## src/logic/kws_consts.vh

```
// Register map, field positions and reset values of the keypad wakeup and status block.
// Assumes a 32-bit APB address space with byte addressing.
`ifndef KWS_CONSTS_VH
`define KWS_CONSTS_VH

// ==========================================================
// Register addresses
`define KWS_ADDR_WAKE_CFG 32'hFFF8_8008
`define KWS_ADDR_STATUS 32'hFFF8_800C

// ==========================================================
// Wakeup configuration fields
`define KWS_CFG_WAKE_EN 16
`define KWS_CFG_COL_HI 15
`define KWS_CFG_COL_LO 8
`define KWS_CFG_ROW_HI 3
`define KWS_CFG_ROW_LO 0
`define KWS_CFG_WMASK 32'h0001_FF0F
`define KWS_CFG_RESET 32'h0000_0000

// ==========================================================
// Status fields
`define KWS_ST_INT 21
`define KWS_ST_TRST 20
`define KWS_ST_PDW 19
`define KWS_ST_TRIPLE_COMBO_SEEN 18
`define KWS_ST_TWO_PRESSED_FLAG 17
`define KWS_ST_ONE_PRESSED_FLAG 16
`define KWS_ST_K1R_HI 14
`define KWS_ST_K1R_LO 11
`define KWS_ST_K1C_HI 10
`define KWS_ST_K1C_LO 8
`define KWS_ST_K0R_HI 6
`define KWS_ST_K0R_LO 3
`define KWS_ST_K0C_HI 2
`define KWS_ST_K0C_LO 0
`define KWS_ST_RESET 32'h0000_0000

// ==========================================================
// Key counts and the one-hot row limit without decoder
`define KWS_CNT_ONE 2'h1
`define KWS_CNT_TWO 2'h2
`define KWS_ONEHOT_ROWS 4'h4
`define KWS_ZERO32 32'h0000_0000

`endif

```

## src/logic/kws_keypad_status.v

```verilog
// Keypad wakeup configuration and status registers behind an APB slave.
// Assumes scan, debounce and three-key matching live outside and report by pulses and levels.
// Functional notes
// RULE1: Wakeup enable bit gates keypad wakeup
// RULE2: Column mask selects waking columns
// RULE3: Row field selects waking row
// RULE4: Row field binary with decoder, else one-hot
// RULE5: Key change sets interrupt flag
// RULE6: Three keys interrupt when reset disabled
// RULE7: Status read clears interrupt flag
// RULE8: Record flag set after three-key reset
// RULE9: Status read clears reset record flag
// RULE10: Wakeup flag set when keypad woke chip
// RULE11: Three-key detected flag when combo pressed
// RULE12: Both registers reset to zero
// RULE13: Lowest scan address reported as key zero
// RULE14: Two-key and one-key flags with addresses
// RULE15: Combo only when enabled; interrupt or reset
// RULE16: Reserved bits read zero, writes ignored
//
// Chosen here: register access over APB.
`timescale 1ns/1ns
`include "kws_consts.vh"

module kws_keypad_status #(
	parameter ROW_W = 4,
	parameter COL_W = 3,
	parameter COLS = 8,
	parameter ROWS = 16
) (
	input wire clock_i,
	input wire srst_i,
	input wire psel_i,
	input wire penable_i,
	input wire pwrite_i,
	input wire [31:0] paddr_i,
	input wire [31:0] pwdata_i,
	output wire [31:0] prdata_o,
	output wire pready_o,
	output wire pslverr_o,
	input wire scan_done_i,
	input wire key_change_i,
	input wire [1:0] key_count_i,
	input wire [ROW_W-1:0] key_a_row_i,
	input wire [COL_W-1:0] key_a_col_i,
	input wire [ROW_W-1:0] key_b_row_i,
	input wire [COL_W-1:0] key_b_col_i,
	input wire combo_detect_enable_i,
	input wire combo_reset_enable_i,
	input wire combo_match_i,
	input wire reset_by_combo_i,
	input wire powerdown_i,
	input wire decoder_mode_i,
	input wire [ROW_W-1:0] probe_row_i,
	input wire [COLS-1:0] col_sense_i,
	output wire keypad_irq_o,
	output wire combo_reset_req_o,
	output wire wakeup_o
);

	// ==========================================================
	// Row selection decode
	function row_selected;
		input [ROW_W-1:0] sel;
		input decoded;
		input integer row;
		begin
			// Binary row number with a decoder, one bit per row for rows 0 to 3 without
			if (decoded) begin
				row_selected = (sel == row[ROW_W-1:0]); // RULE4
			end else if (row < `KWS_ONEHOT_ROWS) begin
				row_selected = sel[row]; // RULE4
			end else begin
				row_selected = 1'b0;
			end
		end
	endfunction

	// Full-word address match; every other address is unmapped
	function addr_is;
		input [31:0] addr;
		input [31:0] target;
		begin
			addr_is = (addr == target);
		end
	endfunction

	// ==========================================================
	// State
	reg [31:0] cfg_r;
	reg [31:0] prdata_r;
	reg pready_r;
	reg pslverr_r;
	reg int_r;
	reg trst_r;
	reg pdw_r;
	reg combo_r;
	reg two_r;
	reg one_r;
	reg [ROW_W-1:0] k0_row_r;
	reg [COL_W-1:0] k0_col_r;
	reg [ROW_W-1:0] k1_row_r;
	reg [COL_W-1:0] k1_col_r;
	reg boot_r;
	reg match_prev_r;
	reg irq_r;
	reg rst_req_r;
	reg wake_r;
	reg int_nxt;
	reg trst_nxt;
	reg pdw_nxt;
	reg combo_nxt;

	// ==========================================================
	// APB decode
	wire setup;
	wire access_done;
	wire hit_cfg;
	wire hit_status;
	wire wr_cfg;
	wire rd_status;
	wire [31:0] status_word;

	assign setup = psel_i && !penable_i;
	// A transfer completes on its access edge; no further wait states
	assign access_done = psel_i && penable_i && pready_r;
	assign hit_cfg = addr_is(paddr_i, `KWS_ADDR_WAKE_CFG);
	assign hit_status = addr_is(paddr_i, `KWS_ADDR_STATUS);
	assign wr_cfg = access_done && pwrite_i && hit_cfg;
	assign rd_status = access_done && !pwrite_i && hit_status;

	// ==========================================================
	// Wakeup decision
	wire wake_en;
	wire [COLS-1:0] col_mask;
	wire [ROW_W-1:0] row_sel;
	wire [ROWS-1:0] row_map;
	wire [COLS-1:0] col_hit;
	wire row_ok;
	wire wake_hit;

	assign wake_en = cfg_r[`KWS_CFG_WAKE_EN];
	assign col_mask = cfg_r[`KWS_CFG_COL_HI:`KWS_CFG_COL_LO];
	assign row_sel = cfg_r[`KWS_CFG_ROW_HI:`KWS_CFG_ROW_LO];
	assign row_ok = row_map[probe_row_i]; // RULE3
	// A level condition: wakeup_o stays up while a masked key is held in power down
	assign wake_hit = powerdown_i && wake_en && row_ok && |col_hit; // RULE1 RULE2

	// ==========================================================
	// Row decode for every matrix row
	genvar row_g;
	genvar col_g;

	generate
		for (row_g = 0; row_g < ROWS; row_g = row_g + 1) begin : g_row
			assign row_map[row_g] = row_selected(row_sel, decoder_mode_i, row_g); // RULE4
		end
	endgenerate

	// ==========================================================
	// Column mask against the sensed columns
	generate
		for (col_g = 0; col_g < COLS; col_g = col_g + 1) begin : g_col
			assign col_hit[col_g] = col_mask[col_g] && col_sense_i[col_g]; // RULE2
		end
	endgenerate

	// ==========================================================
	// Three-key events
	wire combo_rise;
	wire combo_irq;
	wire combo_rst;

	assign combo_rise = combo_detect_enable_i && combo_match_i && !match_prev_r; // RULE15
	assign combo_irq = combo_rise && !combo_reset_enable_i; // RULE15
	assign combo_rst = combo_rise && combo_reset_enable_i; // RULE15

	// ==========================================================
	// Key ordering
	// Only a two-key report can arrive out of scan order
	wire [ROW_W-1:0] lo_row;
	wire [COL_W-1:0] lo_col;
	wire [ROW_W-1:0] hi_row;
	wire [COL_W-1:0] hi_col;

	kws_key_order #(
		.ROW_W(ROW_W),
		.COL_W(COL_W)
	) u_order (
		.both_i(key_count_i == `KWS_CNT_TWO),
		.a_row_i(key_a_row_i),
		.a_col_i(key_a_col_i),
		.b_row_i(key_b_row_i),
		.b_col_i(key_b_col_i),
		.lo_row_o(lo_row),
		.lo_col_o(lo_col),
		.hi_row_o(hi_row),
		.hi_col_o(hi_col)
	);

	// ==========================================================
	// Status word assembly, reserved bits zero
	reg [31:0] st_word;

	always @* begin
		st_word = `KWS_ZERO32; // RULE16
		st_word[`KWS_ST_INT] = int_r;
		st_word[`KWS_ST_TRST] = trst_r;
		st_word[`KWS_ST_PDW] = pdw_r;
		st_word[`KWS_ST_TRIPLE_COMBO_SEEN] = combo_r;
		st_word[`KWS_ST_TWO_PRESSED_FLAG] = two_r;
		st_word[`KWS_ST_ONE_PRESSED_FLAG] = one_r;
		st_word[`KWS_ST_K1R_HI:`KWS_ST_K1R_LO] = k1_row_r;
		st_word[`KWS_ST_K1C_HI:`KWS_ST_K1C_LO] = k1_col_r;
		st_word[`KWS_ST_K0R_HI:`KWS_ST_K0R_LO] = k0_row_r;
		st_word[`KWS_ST_K0C_HI:`KWS_ST_K0C_LO] = k0_col_r;
	end

	assign status_word = st_word;

	// ==========================================================
	// Sticky flags: a set wins, a read clears only what it returned
	always @* begin
		int_nxt = int_r;
		trst_nxt = trst_r;
		pdw_nxt = pdw_r;
		combo_nxt = combo_r;
		if (rd_status) begin
			int_nxt = int_r && !prdata_r[`KWS_ST_INT]; // RULE7
			trst_nxt = trst_r && !prdata_r[`KWS_ST_TRST]; // RULE9
			pdw_nxt = pdw_r && !prdata_r[`KWS_ST_PDW];
			combo_nxt = combo_r && !prdata_r[`KWS_ST_TRIPLE_COMBO_SEEN];
		end
		// Sets follow the clears so an event on a read edge is kept
		if (key_change_i || combo_irq) begin
			int_nxt = 1'b1; // RULE5 RULE6
		end
		// Only the first edge out of reset records the three-key origin
		if (!boot_r && reset_by_combo_i) begin
			trst_nxt = 1'b1; // RULE8
		end
		if (wake_hit) begin
			pdw_nxt = 1'b1; // RULE10
		end
		if (combo_rise) begin
			combo_nxt = 1'b1; // RULE11
		end
	end

	// ==========================================================
	// APB slave: no wait states, data captured in the setup cycle
	// A flag set during the access waits for the next read
	always @(posedge clock_i) begin
		if (srst_i) begin
			prdata_r <= `KWS_ZERO32;
			pready_r <= 1'b0;
			pslverr_r <= 1'b0;
		end else if (setup) begin
			pready_r <= 1'b1;
			pslverr_r <= !(hit_cfg || hit_status);
			if (pwrite_i) begin
				prdata_r <= `KWS_ZERO32;
			end else if (hit_cfg) begin
				prdata_r <= cfg_r;
			end else if (hit_status) begin
				prdata_r <= status_word;
			end else begin
				prdata_r <= `KWS_ZERO32;
			end
		end else begin
			pready_r <= 1'b0;
			pslverr_r <= 1'b0;
		end
	end

	// ==========================================================
	// Wakeup configuration register
	always @(posedge clock_i) begin
		if (srst_i) begin
			cfg_r <= `KWS_CFG_RESET; // RULE12
		end else if (wr_cfg) begin
			cfg_r <= pwdata_i & `KWS_CFG_WMASK; // RULE16
		end
	end

	// ==========================================================
	// Status flags and key record
	always @(posedge clock_i) begin
		if (srst_i) begin
			int_r <= 1'b0; // RULE12
			trst_r <= 1'b0;
			pdw_r <= 1'b0;
			combo_r <= 1'b0;
			two_r <= 1'b0;
			one_r <= 1'b0;
			k0_row_r <= {ROW_W{1'b0}};
			k0_col_r <= {COL_W{1'b0}};
			k1_row_r <= {ROW_W{1'b0}};
			k1_col_r <= {COL_W{1'b0}};
			boot_r <= 1'b0;
			match_prev_r <= 1'b0;
		end else begin
			int_r <= int_nxt;
			trst_r <= trst_nxt;
			pdw_r <= pdw_nxt;
			combo_r <= combo_nxt;
			boot_r <= 1'b1;
			// Edge memory keeps a held combination from firing twice
			match_prev_r <= combo_detect_enable_i && combo_match_i;
			// Count flags and addresses follow the latest scan, not sticky
			if (scan_done_i) begin
				one_r <= (key_count_i == `KWS_CNT_ONE); // RULE14
				two_r <= (key_count_i == `KWS_CNT_TWO); // RULE14
				k0_row_r <= lo_row; // RULE13
				k0_col_r <= lo_col;
				k1_row_r <= hi_row;
				k1_col_r <= hi_col;
			end
		end
	end

	// ==========================================================
	// Registered side outputs
	always @(posedge clock_i) begin
		if (srst_i) begin
			irq_r <= 1'b0;
			rst_req_r <= 1'b0;
			wake_r <= 1'b0;
		end else begin
			// The interrupt pin tracks the flag value that this edge stores
			irq_r <= int_nxt; // RULE5
			rst_req_r <= combo_rst; // RULE15
			wake_r <= wake_hit; // RULE1
		end
	end

	// ==========================================================
	// Output ports
	assign prdata_o = prdata_r;
	assign pready_o = pready_r;
	assign pslverr_o = pslverr_r;
	assign keypad_irq_o = irq_r;
	assign combo_reset_req_o = rst_req_r;
	assign wakeup_o = wake_r;

endmodule // kws_keypad_status

```

## src/logic/kws_key_order.v

```verilog
// Orders two reported key addresses into scan order (row first, then column).
// Assumes key a is valid whenever any key is reported; b only when both_i is high.
`timescale 1ns/1ns

module kws_key_order #(
	parameter ROW_W = 4,
	parameter COL_W = 3
) (
	input wire both_i,
	input wire [ROW_W-1:0] a_row_i,
	input wire [COL_W-1:0] a_col_i,
	input wire [ROW_W-1:0] b_row_i,
	input wire [COL_W-1:0] b_col_i,
	output reg [ROW_W-1:0] lo_row_o,
	output reg [COL_W-1:0] lo_col_o,
	output reg [ROW_W-1:0] hi_row_o,
	output reg [COL_W-1:0] hi_col_o
);

	// ==========================================================
	// Compare packed scan addresses
	wire [ROW_W+COL_W-1:0] a_addr;
	wire [ROW_W+COL_W-1:0] b_addr;
	wire swap;

	assign a_addr = {a_row_i, a_col_i};
	assign b_addr = {b_row_i, b_col_i};
	assign swap = both_i && (b_addr < a_addr);

	always @* begin
		if (swap) begin
			lo_row_o = b_row_i; // RULE13
			lo_col_o = b_col_i;
			hi_row_o = a_row_i;
			hi_col_o = a_col_i;
		end else begin
			lo_row_o = a_row_i;
			lo_col_o = a_col_i;
			hi_row_o = b_row_i;
			hi_col_o = b_col_i;
		end
	end

endmodule // kws_key_order

```

## config.mk

```make
export PLATFORM = sky130hd
export DESIGN_NAME = kws_keypad_status
export DESIGN_NICKNAME = d
export VERILOG_FILES = /design/src/logic/kws_keypad_status.v /design/src/logic/kws_key_order.v
export VERILOG_INCLUDE_DIRS = /design/src /design/src/logic
export SDC_FILE = /design/constraint.sdc
export NUM_CORES = 1
export LEC_CHECK = 0
export BUFFER_PORTS_ARGS = -buffer_cell sky130_fd_sc_hd__buf_2
export CAP_MARGIN = 20
export CORE_UTILIZATION = 26
export DETAILED_ROUTE_END_ITERATION = 8
export MAX_ROUTING_LAYER = met4
export PLACE_DENSITY = 0.57
export RECOVER_POWER = 50
export REMOVE_ABC_BUFFERS = 1
export SLEW_MARGIN = 10
export SYNTH_ARGS = -nofsm -noshare
export SYNTH_HDL_FRONTEND = slang
export SYNTH_HIERARCHICAL = 1
export SYNTH_SLANG_ARGS = --single-unit
```

## constraint.sdc

```tcl
create_clock -name clock_i -period 2 [get_ports clock_i]
set_input_delay 0.1 -clock clock_i [delete_from_list [all_inputs] [get_ports clock_i]]
set_output_delay 0.1 -clock clock_i [all_outputs]
set_load 0.01 [all_outputs]
```

==> metrics.md, run 1 <==
| Metric | Value |
|---|---|
| Share of cells above drive strength 1 | `28.0%` |
| Leakage power | `1.75 nW` |
| Initial antenna violation count | `0` |
| First-pass GRT wire length | `13000 microns` |
| Top-area cell type share of the netlist area | `41.7%` |
| Fin Clk Skew | `0.00601 ns` |
| CTS tree | `done` |
| Cell with the most instances after synthesis | `dfxtp_1` |
| Core area | `10800 sq um` |
| Post-synth ARST share | `0%` |
| Top FF cell, synth | `dfxtp_1` |
| Main area contributors after synthesis | `dfxtp_1 42%, mux2i_1 9.7%, mux2_4 5.2%` |
| Max Cap Viol | `0` |
| Sw Share | `21.9%` |
| Vias | `2586` |
| CP startpoint kind | `input port` |
| Hold WC Path Type | `input port to register` |
| Die Span Y | `107 microns` |
| Gpl congestion | `0.780` |
| Fin util | `35.8%` |
| Iteration count of the initial detailed-routing pass | `4` |
| Synth unique cells | `46` |
| # resized after CTS | `0` |
| Drt wl/cell | `14.3 microns` |
| Post-placement cell count | `539` |
| Insertion delay to the later sink of the worst-skew pair | `0.34 ns` |
| Sequential cell area fraction in the yosys report | `41.7%` |
| Comb power frac | `10.7%` |
| Total wire length | `8100 microns` |
| Sink Count | `60` |
| Synth Cell Area | `2880 sq um` |
| CP Max Fanout | `13` |
| Htree depth | `3` |
| RSZ-0062 raised after global routing | `false` |
| Synth-to-layout area growth | `34.8%` |
| Int Power | `2.29 mW` |
| Gr ovfl total | `0` |
| WHS Path Cells | `3` |
| DP Area | `3550 sq um` |
| Nets@finish | `534` |
| Total Power | `2.93 mW` |
| Root Driver | `clkbuf_8` |
| Clk pin slew, worst setup/hold paths | `0.07 ns` |
| Final setup TNS | `0 ns` |
| Crit. End Element | `register` |
| Worst R2R Start | `pready_o$_SDFF_PP0_` |
| Avg Inst Size Synth | `9.73 sq um` |
| Non-Filler Instances | `568` |
| Initial core utilization | `26.6%` |
| CTS Buffer Depth | `2` |
| Routed Antenna Nets | `0` |
| Crit path DAT | `1.90 ns` |
| Total track usage | `15.2%` |
| ANT cells | `0` |
| Port bufs | `111` |
| DRT iter0 DRCs | `53` |
| CP Launch Point | `paddr_i[10]` |
| Hold Startpoint | `pwdata_i[12]` |
| Crit path kind | `input port to register` |
| Cells after Synth | `296` |
| Seq cells post-synth | `60` |
| Status | `completed` |
| Die Wd | `107 microns` |
| Clock Power Share | `46.9%` |
| Sequential Power Share | `42.4%` |
| Final WS setup | `0.357 ns` |
| Total net switching power | `0.642 mW` |
| Final Setup Violations | `0` |
| EDFF count, synth | `0` |
| Peak supply drop | `0.000445 V` |
| YS warnings | `6` |
| Max Freq | `0.609 GHz` |
| Top cells by count, synth | `60 x dfxtp_1, 36 x nor2_1, 28 x mux2i_1` |
| Via/cell ratio | `4.55` |
| Post-Place Setup Slack | `0.117 ns` |
| Final hold violation count | `0` |
| Rows | `38` |
| # DRC | `0` |
| Slew HR | `34.1%` |
| Largest net degree at the start of global routing | `22` |
| Hold WS | `0.0338 ns` |
| Synth area leader | `dfxtp_1` |
| Final period utilization | `82.1%` |
| Cell area after layout | `3880 sq um` |
| Worst r2r path cells | `5` |
| DIE AREA | `11500 sq um` |
| Num CTS Buffers | `9` |
| Critical Path RT | `2.26 ns` |
| Final min period | `1.64 ns` |
| Post-DP HPWL | `6110 microns` |
| Pins Over Slew Limit | `0` |
| Pwr Density | `754 nW/um^2` |
| Worst-Margin Slew | `0.988 ns` |
| Vias in the first global route | `2533` |
| IO Pins | `142` |
cell families (layout without fill, tap and decap cells):
| group | Yosys count | after routing | share of synthesized area, % |
|---|---|---|---|
| multiplexers | 43 | 43 | 17.3 |
| AND/OR/NAND/NOR | 99 | 99 | 18.1 |
| other | 1 | 11 | 0.130 |
| buffers and inverters | 33 | 155 | 6.86 |
| AO/OA/AOI/OAI | 51 | 51 | 12.4 |
| adder cells (fa/ha/maj) | 6 | 6 | 2.61 |
| flip-flops | 60 | 60 | 41.7 |
| XOR/XNOR | 3 | 3 | 0.912 |
critical path, cell delays in order:
cell and delay [ns]:
buf_2 0.11, nor4b_1 0.29, and4_1 0.32, and2b_1 0.15
clkbuf_1 0.58, a22oi_1 0.14, o21ai_0 0.21
state kept, by name, summed over array words and instances (netlist names), 3 cells and up:
signal	flops
k1_col_r	3
cfg_r	13
k1_row_r	4
k0_row_r	4
prdata_o	21
k0_col_r	3
layout by cell type (no fill, tap or decap), drive strengths merged, types with 2 or more instances in the layout:
cell type    count
nand4            7
a311oi           2
dfxtp           60
xnor2            2
and3             4
a22oi           16
nor3             4
inv              8
nor4b            4
nor4             3
buf             88
ha               6
a211oi           2
mux2i           28
clkbuf          42
nor2b            7
conb            11
dlygate4sd3     13
a22o             8
bufinv           3
nor2            36
o21ai           15
nand2           18
and2b            2
a21oi            6
nand2b           3
nand3b           2
mux2            14
nand4b           3
final timing paths:
check | endpoint | slack [ns]
hold / removal | cfg_r[12]$_SDFFE_PP0P_ | 0.03
setup reg to reg | cfg_r[12]$_SDFFE_PP0P_ | 0.56
setup / recovery | prdata_o[10]$_SDFFE_PP0P_ | 0.36
hold reg to reg | prdata_o[11]$_SDFFE_PP0P_ | 0.46
metal layers:
metal,share of wire (%),routed length [microns],global-route usage (%)
met5,0,0,-
met2,49,3960,25.3
met1,46,3720,18.3
met3,4.7,380,4.42
met4,0.58,47,2.94
cell type report:
| cell class | instances | area (sq um) |
|---|---|---|
| clock inverters | 4 | 95.1 |
| flip-flops and latches | 60 | 1200 |
| inverters | 8 | 30.0 |
| well taps | 140 | 175 |
| repair buffers | 131 | 707 |
| clock buffers | 12 | 155 |
| multi-input cells | 213 | 1520 |
| fillers | 1152 | 6960 |
power groups by stage:
stage | registers [mW] | clock network (mW) | logic, mW
after CTS | 1.24 | 1.41 | 0.316
after global placement | 1.27 | 0 | 0.289
final | 1.24 | 1.37 | 0.313
after global routing | 1.24 | 1.47 | 0.349
after detailed placement | 1.27 | 0 | 0.296
after floorplan | 1.26 | 0 | 0.138
what timing repair did:
item,CTS,global route
setup buffers,0,0
hold buffers,12,1
hold endpoints to repair,12,1
Power figures use the tool's default switching activity.
==> run 2: changes to the inputs <==
--- a/config.mk
+++ b/config.mk
@@ -11,7 +11,7 @@
 export CORE_UTILIZATION = 26
 export DETAILED_ROUTE_END_ITERATION = 8
 export MAX_ROUTING_LAYER = met4
-export PLACE_DENSITY = 0.57
+export PLACE_DENSITY = 0.59
 export RECOVER_POWER = 50
 export REMOVE_ABC_BUFFERS = 1
 export SLEW_MARGIN = 10
==> constraint.sdc (replaced) <==
create_clock -name clock_i -period 1.5 [get_ports clock_i]
set_input_delay 0.075 -clock clock_i [delete_from_list [all_inputs] [get_ports clock_i]]
set_output_delay 0.075 -clock clock_i [all_outputs]
set_load 0.01 [all_outputs]
==> metrics.md, run 2 (synthesis gave the netlist of run 1 again) <==
| Metric | Value |
|---|---|
| Pwr Density | `908 nW/um^2 (+20%)` |
| Initial antenna violation count | `0 (unchanged)` |
| Layout fillers | `1153 (+0.087%)` |
| Hold WC Path Type | `input port to register` |
| RSZ-0062 raised after global routing | `false` |
| DIE AREA | `11500 sq um (unchanged)` |
| Final period utilization | `96.6%` |
| DRT iter0 DRCs | `134 (+150%)` |
| CTS tree | `done` |
| CTS Buffer Depth | `2 (unchanged)` |
| Total track usage | `14.8% (-0.37 points)` |
| Total wire length | `8270 microns (+2.1%)` |
| Insertion delay to the later sink of the worst-skew pair | `0.33 ns (about the same)` |
| Htree depth | `3 (unchanged)` |
| CP Max Fanout | `7 (-6)` |
| Area of the multi-input gates | `1550 sq um (+1.7%)` |
| Drt wl/cell | `14.0 microns (-1.9%)` |
| Max Freq | `0.690 GHz` |
| Rows | `38 (unchanged)` |
| Final min period | `1.45 ns` |
| Reg-to-reg setup timing slack | `0.15 ns (-0.41 ns)` |
| Iteration count of the initial detailed-routing pass | `4 (unchanged)` |
| Status | `completed` |
| Vias | `2721 (+5.2%)` |
| Worst-Margin Slew | `0.553 ns (-0.435 ns)` |
| CP startpoint kind | `input port` |
| Via/cell ratio | `4.60 (+1.1%)` |
| Clk pin slew, worst setup/hold paths | `0.07 ns (about the same)` |
| Die Span Y | `107 microns (unchanged)` |
| Initial core utilization | `26.6% (unchanged)` |
| Post-CTS Setup Repair Bufs | `0 (unchanged)` |
| Gr ovfl total | `0 (unchanged)` |
| Final Setup Violations | `0 (unchanged)` |
| Leakage power | `1.86 nW (+5.8%)` |
| Nets@finish | `557 (+4.3%)` |
| Crit path kind | `input port to register` |
| ANT cells | `0 (unchanged)` |
| Pins Over Slew Limit | `0 (unchanged)` |
| Synth-to-layout area growth | `42.3%` |
| Post-placement cell count | `560 (+3.9%)` |
| Non-Filler Instances | `591 (+4.0%)` |
| Vias in the first global route | `2652 (+4.7%)` |
| Share of cells above drive strength 1 | `31.9% (+3.9 points)` |
| Num CTS Buffers | `9 (unchanged)` |
| First-pass GRT wire length | `12800 microns (-1.4%)` |
| Max Cap Viol | `0 (unchanged)` |
| Crit. End Element | `register` |
| Root Driver | `clkbuf_8` |
| IO Pins | `142 (unchanged)` |
| Slew HR | `63.1% (+29 points)` |
| Total Power | `3.72 mW (+27%)` |
| Fin Clk Skew | `0.00600 ns (-0.0000150 ns)` |
| Sink Count | `60 (unchanged)` |
| Most frequent cells in the layout | `81 x buf_2, 60 x dfxtp_1, 36 x nor2_1` |
| Most common cell after layout, fill and taps aside | `buf_2` |
| # DRC | `0 (unchanged)` |
| Largest net degree at the start of global routing | `31 (+41%)` |
| Gpl congestion | `0.751 (-3.7%)` |
| Port bufs | `111 (unchanged)` |
| Fin util | `37.8% (+2.0 points)` |
| Crit path DAT | `1.66 ns (-0.24 ns)` |
| Critical Path RT | `1.71 ns (-0.55 ns)` |
| Number of flip-flops in the largest register | `21 (unchanged)` |
| Routed Antenna Nets | `0 (unchanged)` |
| Die Wd | `107 microns (unchanged)` |
| Post-DP HPWL | `6360 microns (+4.1%)` |
| Core area | `10800 sq um (unchanged)` |
| Final hold violation count | `0 (unchanged)` |
| Peak supply drop | `0.000547 V (+23%)` |
| Reg area | `1200 sq um (unchanged)` |
## run 2: cell count changes in the layout (fill, tap and decap cells not counted), moves of 2 or more
cell and change:
ha_4 +2, buf_12 +2, buf_4 +20, clkinv_2 +2, ha_1 -2, buf_2 -3
## run 2: path summary, 6_finish.rpt
path | start | end | cells after the start
worst max-delay path | key_a_col_i[1] | k0_col_r[0]$_SDFFE_PP0P_ | 9
worst min-delay path | combo_detect_enable_i | match_prev_r$_SDFF_PP0_ | 2
worst max register to register | cfg_r[3]$_SDFFE_PP0P_ | pdw_r$_SDFFE_PP0P_ | 4
worst min register to register | prdata_o[11]$_SDFFE_PP0P_ | prdata_o[11]$_SDFFE_PP0P_ | 2
## run 2: layout make-up
cell class / instances / area share [%]
clock buffers: 11 / 3.45
clock inverters: 5 / 1.83
inverters: 8 / 0.732
multi-input cells: 213 / 37.7
flip-flops and latches: 60 / 29.3
well taps: 140 / 4.27
repair buffers: 154 / 22.7
## run 2: power by group
group | internal, mW | total (mW) | leakage (nW) | switching, mW
combinational | 0.261 | 0.469 | 1.25 | 0.209
sequential | 1.63 | 1.66 | 0.488 | 0.0251
clock | 0.973 | 1.60 | 0.113 | 0.624
## run 2: critical path, cell delays in order
cell	delay, ns
buf_6	0.09
inv_1	0.07
ha_4	0.19
a211o_1	0.33
a21oi_4	0.20
clkbuf_16	0.19
mux2_4	0.30
mux2i_1	0.14
nor2_1	0.06
## run 2: per-layer routing
| layer | track usage, % | vias to the layer above | routed length [microns] |
|---|---|---|---|
| met5 | - | - | 0 |
| met4 | 3.33 | 0 | 89 |
| met3 | 3.57 | 12 | 371 |
| met2 | 25.1 | 87 | 4020 |
| met1 | 17.8 | 1279 | 3790 |
| li1 | - | 1343 | - |
## run 2: what timing repair did
| item | in CTS | in global routing |
|---|---|---|
| endpoints found under the hold margin | 13 | 1 |
| hold buffers | 13 | 1 |
| endpoints found under the setup margin | 0 | 14 |
| resized for setup | 0 | 7 |
## run 2: stage by stage
step | setup WS (ns) | TNS, ns | hold WS, ns | instance area [sq um]
after floorplan | -0.255 | -3.29 | 0.144 | 2750
after global placement | -0.269 | -3.78 | 0.306 | 3730
after detailed placement | -0.332 | -4.74 | 0.314 | 3730
after CTS | 0.0183 | 0 | 0.00289 | 4080
after global routing | 0.0139 | 0 | 0.00584 | 4100
final | 0.0509 | 0 | 0.0179 | 4100
==> run 3: changes to the inputs <==
==> constraint.sdc (replaced) <==
create_clock -name clock_i -period 1.5 [get_ports clock_i]
set_input_delay 0.375 -clock clock_i [delete_from_list [all_inputs] [get_ports clock_i]]
set_output_delay 0.375 -clock clock_i [all_outputs]
set_load 0.01 [all_outputs]
==> metrics.md, run 3 (synthesis gave the netlist of run 1 again) <==
| Metric | Value |
|---|---|
| Status | `complete, but fails checks` |
| Violated checks | `setup timing` |
| CP Depth | `9 (unchanged)` |
| Post-placement cell count | `561 (+0.18%)` |
| Final Setup Violations | `17 (+17)` |
| Root Driver | `clkbuf_8` |
| Vias in the first global route | `2610 (-1.6%)` |
| Port bufs | `111 (unchanged)` |
| Pwr Density | `855 nW/um^2 (-5.8%)` |
| Crit. End Element | `register` |
| Nets@finish | `545 (-2.2%)` |
| Final hold violation count | `0 (unchanged)` |
| Total Power | `3.48 mW (-6.6%)` |
| Crit path kind | `input port to register` |
| Non-Filler Instances | `579 (-2.0%)` |
| Reg area | `1200 sq um (unchanged)` |
| First-pass GRT wire length | `13200 microns (+3.0%)` |
| Number of flip-flops in the largest register | `21 (unchanged)` |
| Layout fillers | `1124 (-2.5%)` |
| CP Cell Sequence | `buf_8 > inv_4 > ha_4 > a211o_1 > a21oi_4 > buf_6 > mux2_4 > mux2i_1 > nor2_1` |
| Worst r2r path cells | `4 (unchanged)` |
| Share of cells above drive strength 1 | `38.5% (+6.6 points)` |
| Critical path's largest stage delay | `0.33 ns (about the same)` |
| Critical Path RT | `1.72 ns (about the same)` |
| Final period utilization | `112% (+15 points)` |
| Max Freq | `0.595 GHz (-14%)` |
| Iteration count of the initial detailed-routing pass | `4 (unchanged)` |
| Hold WS | `0.270 ns (+0.252 ns)` |
| Post-DP HPWL | `6280 microns (-1.2%)` |
| Final WS setup | `-0.179 ns (-0.230 ns)` |
| Fin Clk Skew | `0.00793 ns (+0.00193 ns)` |
| Num CTS Buffers | `9 (unchanged)` |
| Fin util | `37.5% (-0.30 points)` |
| Die Wd | `107 microns (unchanged)` |
| Via/cell ratio | `4.53 (-1.5%)` |
| Sink Count | `60 (unchanged)` |
| RSZ-0062 raised after global routing | `true` |
| Max Cap Viol | `0 (unchanged)` |
| Worst R2R Start | `cfg_r[3]$_SDFFE_PP0P_` |
| Drt wl/cell | `14.4 microns (+3.2%)` |
| Clk pin slew, worst setup/hold paths | `0.06 ns (about the same)` |
| Initial core utilization | `26.6% (unchanged)` |
| Worst Hold Endpoint | `cfg_r[15]$_SDFFE_PP0P_` |
| Peak supply drop | `0.000613 V (+12%)` |
| CP startpoint kind | `input port` |
| # DRC | `0 (unchanged)` |
| CP Max Fanout | `7 (unchanged)` |
| Largest net degree at the start of global routing | `31 (unchanged)` |
| Final min period | `1.68 ns (+0.230 ns)` |
| ANT cells | `0 (unchanged)` |
| Insertion delay to the later sink of the worst-skew pair | `0.35 ns (+0.02 ns)` |
| Hold WC Path Type | `input port to register` |
| DIE AREA | `11500 sq um (unchanged)` |
| Crit path DAT | `1.90 ns (+0.24 ns)` |
| Reg-to-reg setup timing slack | `0.15 ns (about the same)` |
| Leakage power | `1.84 nW (-0.73%)` |
| Pins Over Slew Limit | `0 (unchanged)` |
| IO Pins | `142 (unchanged)` |
| Slowest stage cell on the critical path | `a211o_1` |
| Vias | `2625 (-3.5%)` |
| Hold buffers post-CTS | `0 (-13)` |
| Area of the multi-input gates | `1650 sq um (+6.8%)` |
| Most frequent cells in the layout | `80 x buf_2, 60 x dfxtp_1, 33 x nor2_1` |
| Total wire length | `8360 microns (+1.1%)` |
| Total track usage | `15.6% (+0.78 points)` |
| Routed Antenna Nets | `0 (unchanged)` |
| Hold Startpoint | `pwdata_i[15]` |
| Crit Reg-Reg Endpoint | `pdw_r$_SDFFE_PP0P_` |
| Die Span Y | `107 microns (unchanged)` |
| CP bufs+invs | `3 (unchanged)` |
| DRT iter0 DRCs | `105 (-22%)` |
| Gpl congestion | `0.746 (-0.61%)` |
| Final setup TNS | `-2.42 ns (-2.42 ns)` |
| Gr ovfl total | `0 (unchanged)` |
| Initial antenna violation count | `0 (unchanged)` |
| CTS tree | `done` |
| Synth-to-layout area growth | `41.2%` |
| Most common cell after layout, fill and taps aside | `buf_2` |
| WHS Path Cells | `3 (+1)` |
| Rows | `38 (unchanged)` |
| Core area | `10800 sq um (unchanged)` |
| Top delay family on crit path | `compound AO/OA/AOI/OAI gates` |
| Htree depth | `3 (unchanged)` |
| CTS Buffer Depth | `2 (unchanged)` |
==> run 3: cell types whose count changed in the layout (fill, tap and decap cells not counted), sizes merged <==
cell / previous run / this run
buf: 108 / 116
bufinv: 2 / 0
clkbuf: 43 / 41
clkinv: 3 / 1
dlygate4sd3: 14 / 0
==> run 3: layout make-up <==
cell class                      count  share of cell area [%]
Clock buffer                       15                    4.34
Clock inverter                      1                   0.123
Inverter                            8                   0.800
Multi-Input combinational cell    213                    40.6
Sequential cell                    60                    29.5
Tap cell                          140                    4.31
Timing Repair Buffer              142                    20.3
==> run 3: how the worst max path moves through the flow <==
stage / slack [ns] / end / from
6_report: -0.18 / k0_col_r[0]$_SDFFE_PP0P_ / key_a_col_i[1]
5_1_grt: -0.21 / k0_col_r[0]$_SDFFE_PP0P_ / key_a_col_i[1]
4_1_cts: -0.18 / k0_row_r[2]$_SDFFE_PP0P_ / key_a_col_i[1]
3_5_place_dp: -0.63 / k1_col_r[2]$_SDFFE_PP0P_ / key_a_row_i[1]
3_3_place_gp: -0.57 / k1_row_r[3]$_SDFFE_PP0P_ / key_a_row_i[1]
2_1_floorplan: -0.55 / k0_col_r[2]$_SDFFE_PP0P_ / key_a_row_i[1]
==> run 3: timing repair <==
action	4_1_cts	5_1_grt
buffers inserted	2	1
cloned	1	0
endpoints found under the setup margin	17	49
pin swaps	15	13
gates resized for setup	26	16
==> run 3: metrics by stage <==
step	worst slack [ns]	cell area [sq um]
4_1_cts	-0.183	4060
5_1_grt	-0.215	4070
3_5_place_dp	-0.633	3740
3_3_place_gp	-0.571	3740
6_report	-0.179	4070
2_1_floorplan	-0.555	2750
==> run 3: tightest hold or removal path, cell delays in order <==
cell and delay (ns):
buf_2 0.08, mux2i_1 0.05, nor2_1 0.07
==> run 3: power breakdown <==
| group | leakage [nW] | internal, mW | switching [mW] | total [mW] |
|---|---|---|---|---|
| combinational | 1.26 | 0.264 | 0.217 | 0.481 |
| sequential | 0.488 | 1.63 | 0.0249 | 1.66 |
| clock | 0.0937 | 0.735 | 0.607 | 1.34 |
| total | 1.84 | 2.63 | 0.848 | 3.48 |
==> run 3: metal layers <==
layer,wire length (microns),GRT usage [%],vias up
li1,-,-,1321
met1,3660,18.3,1212
met2,4080,26.0,81
met3,530,4.36,11
met4,95,4.70,0
met5,0,-,-
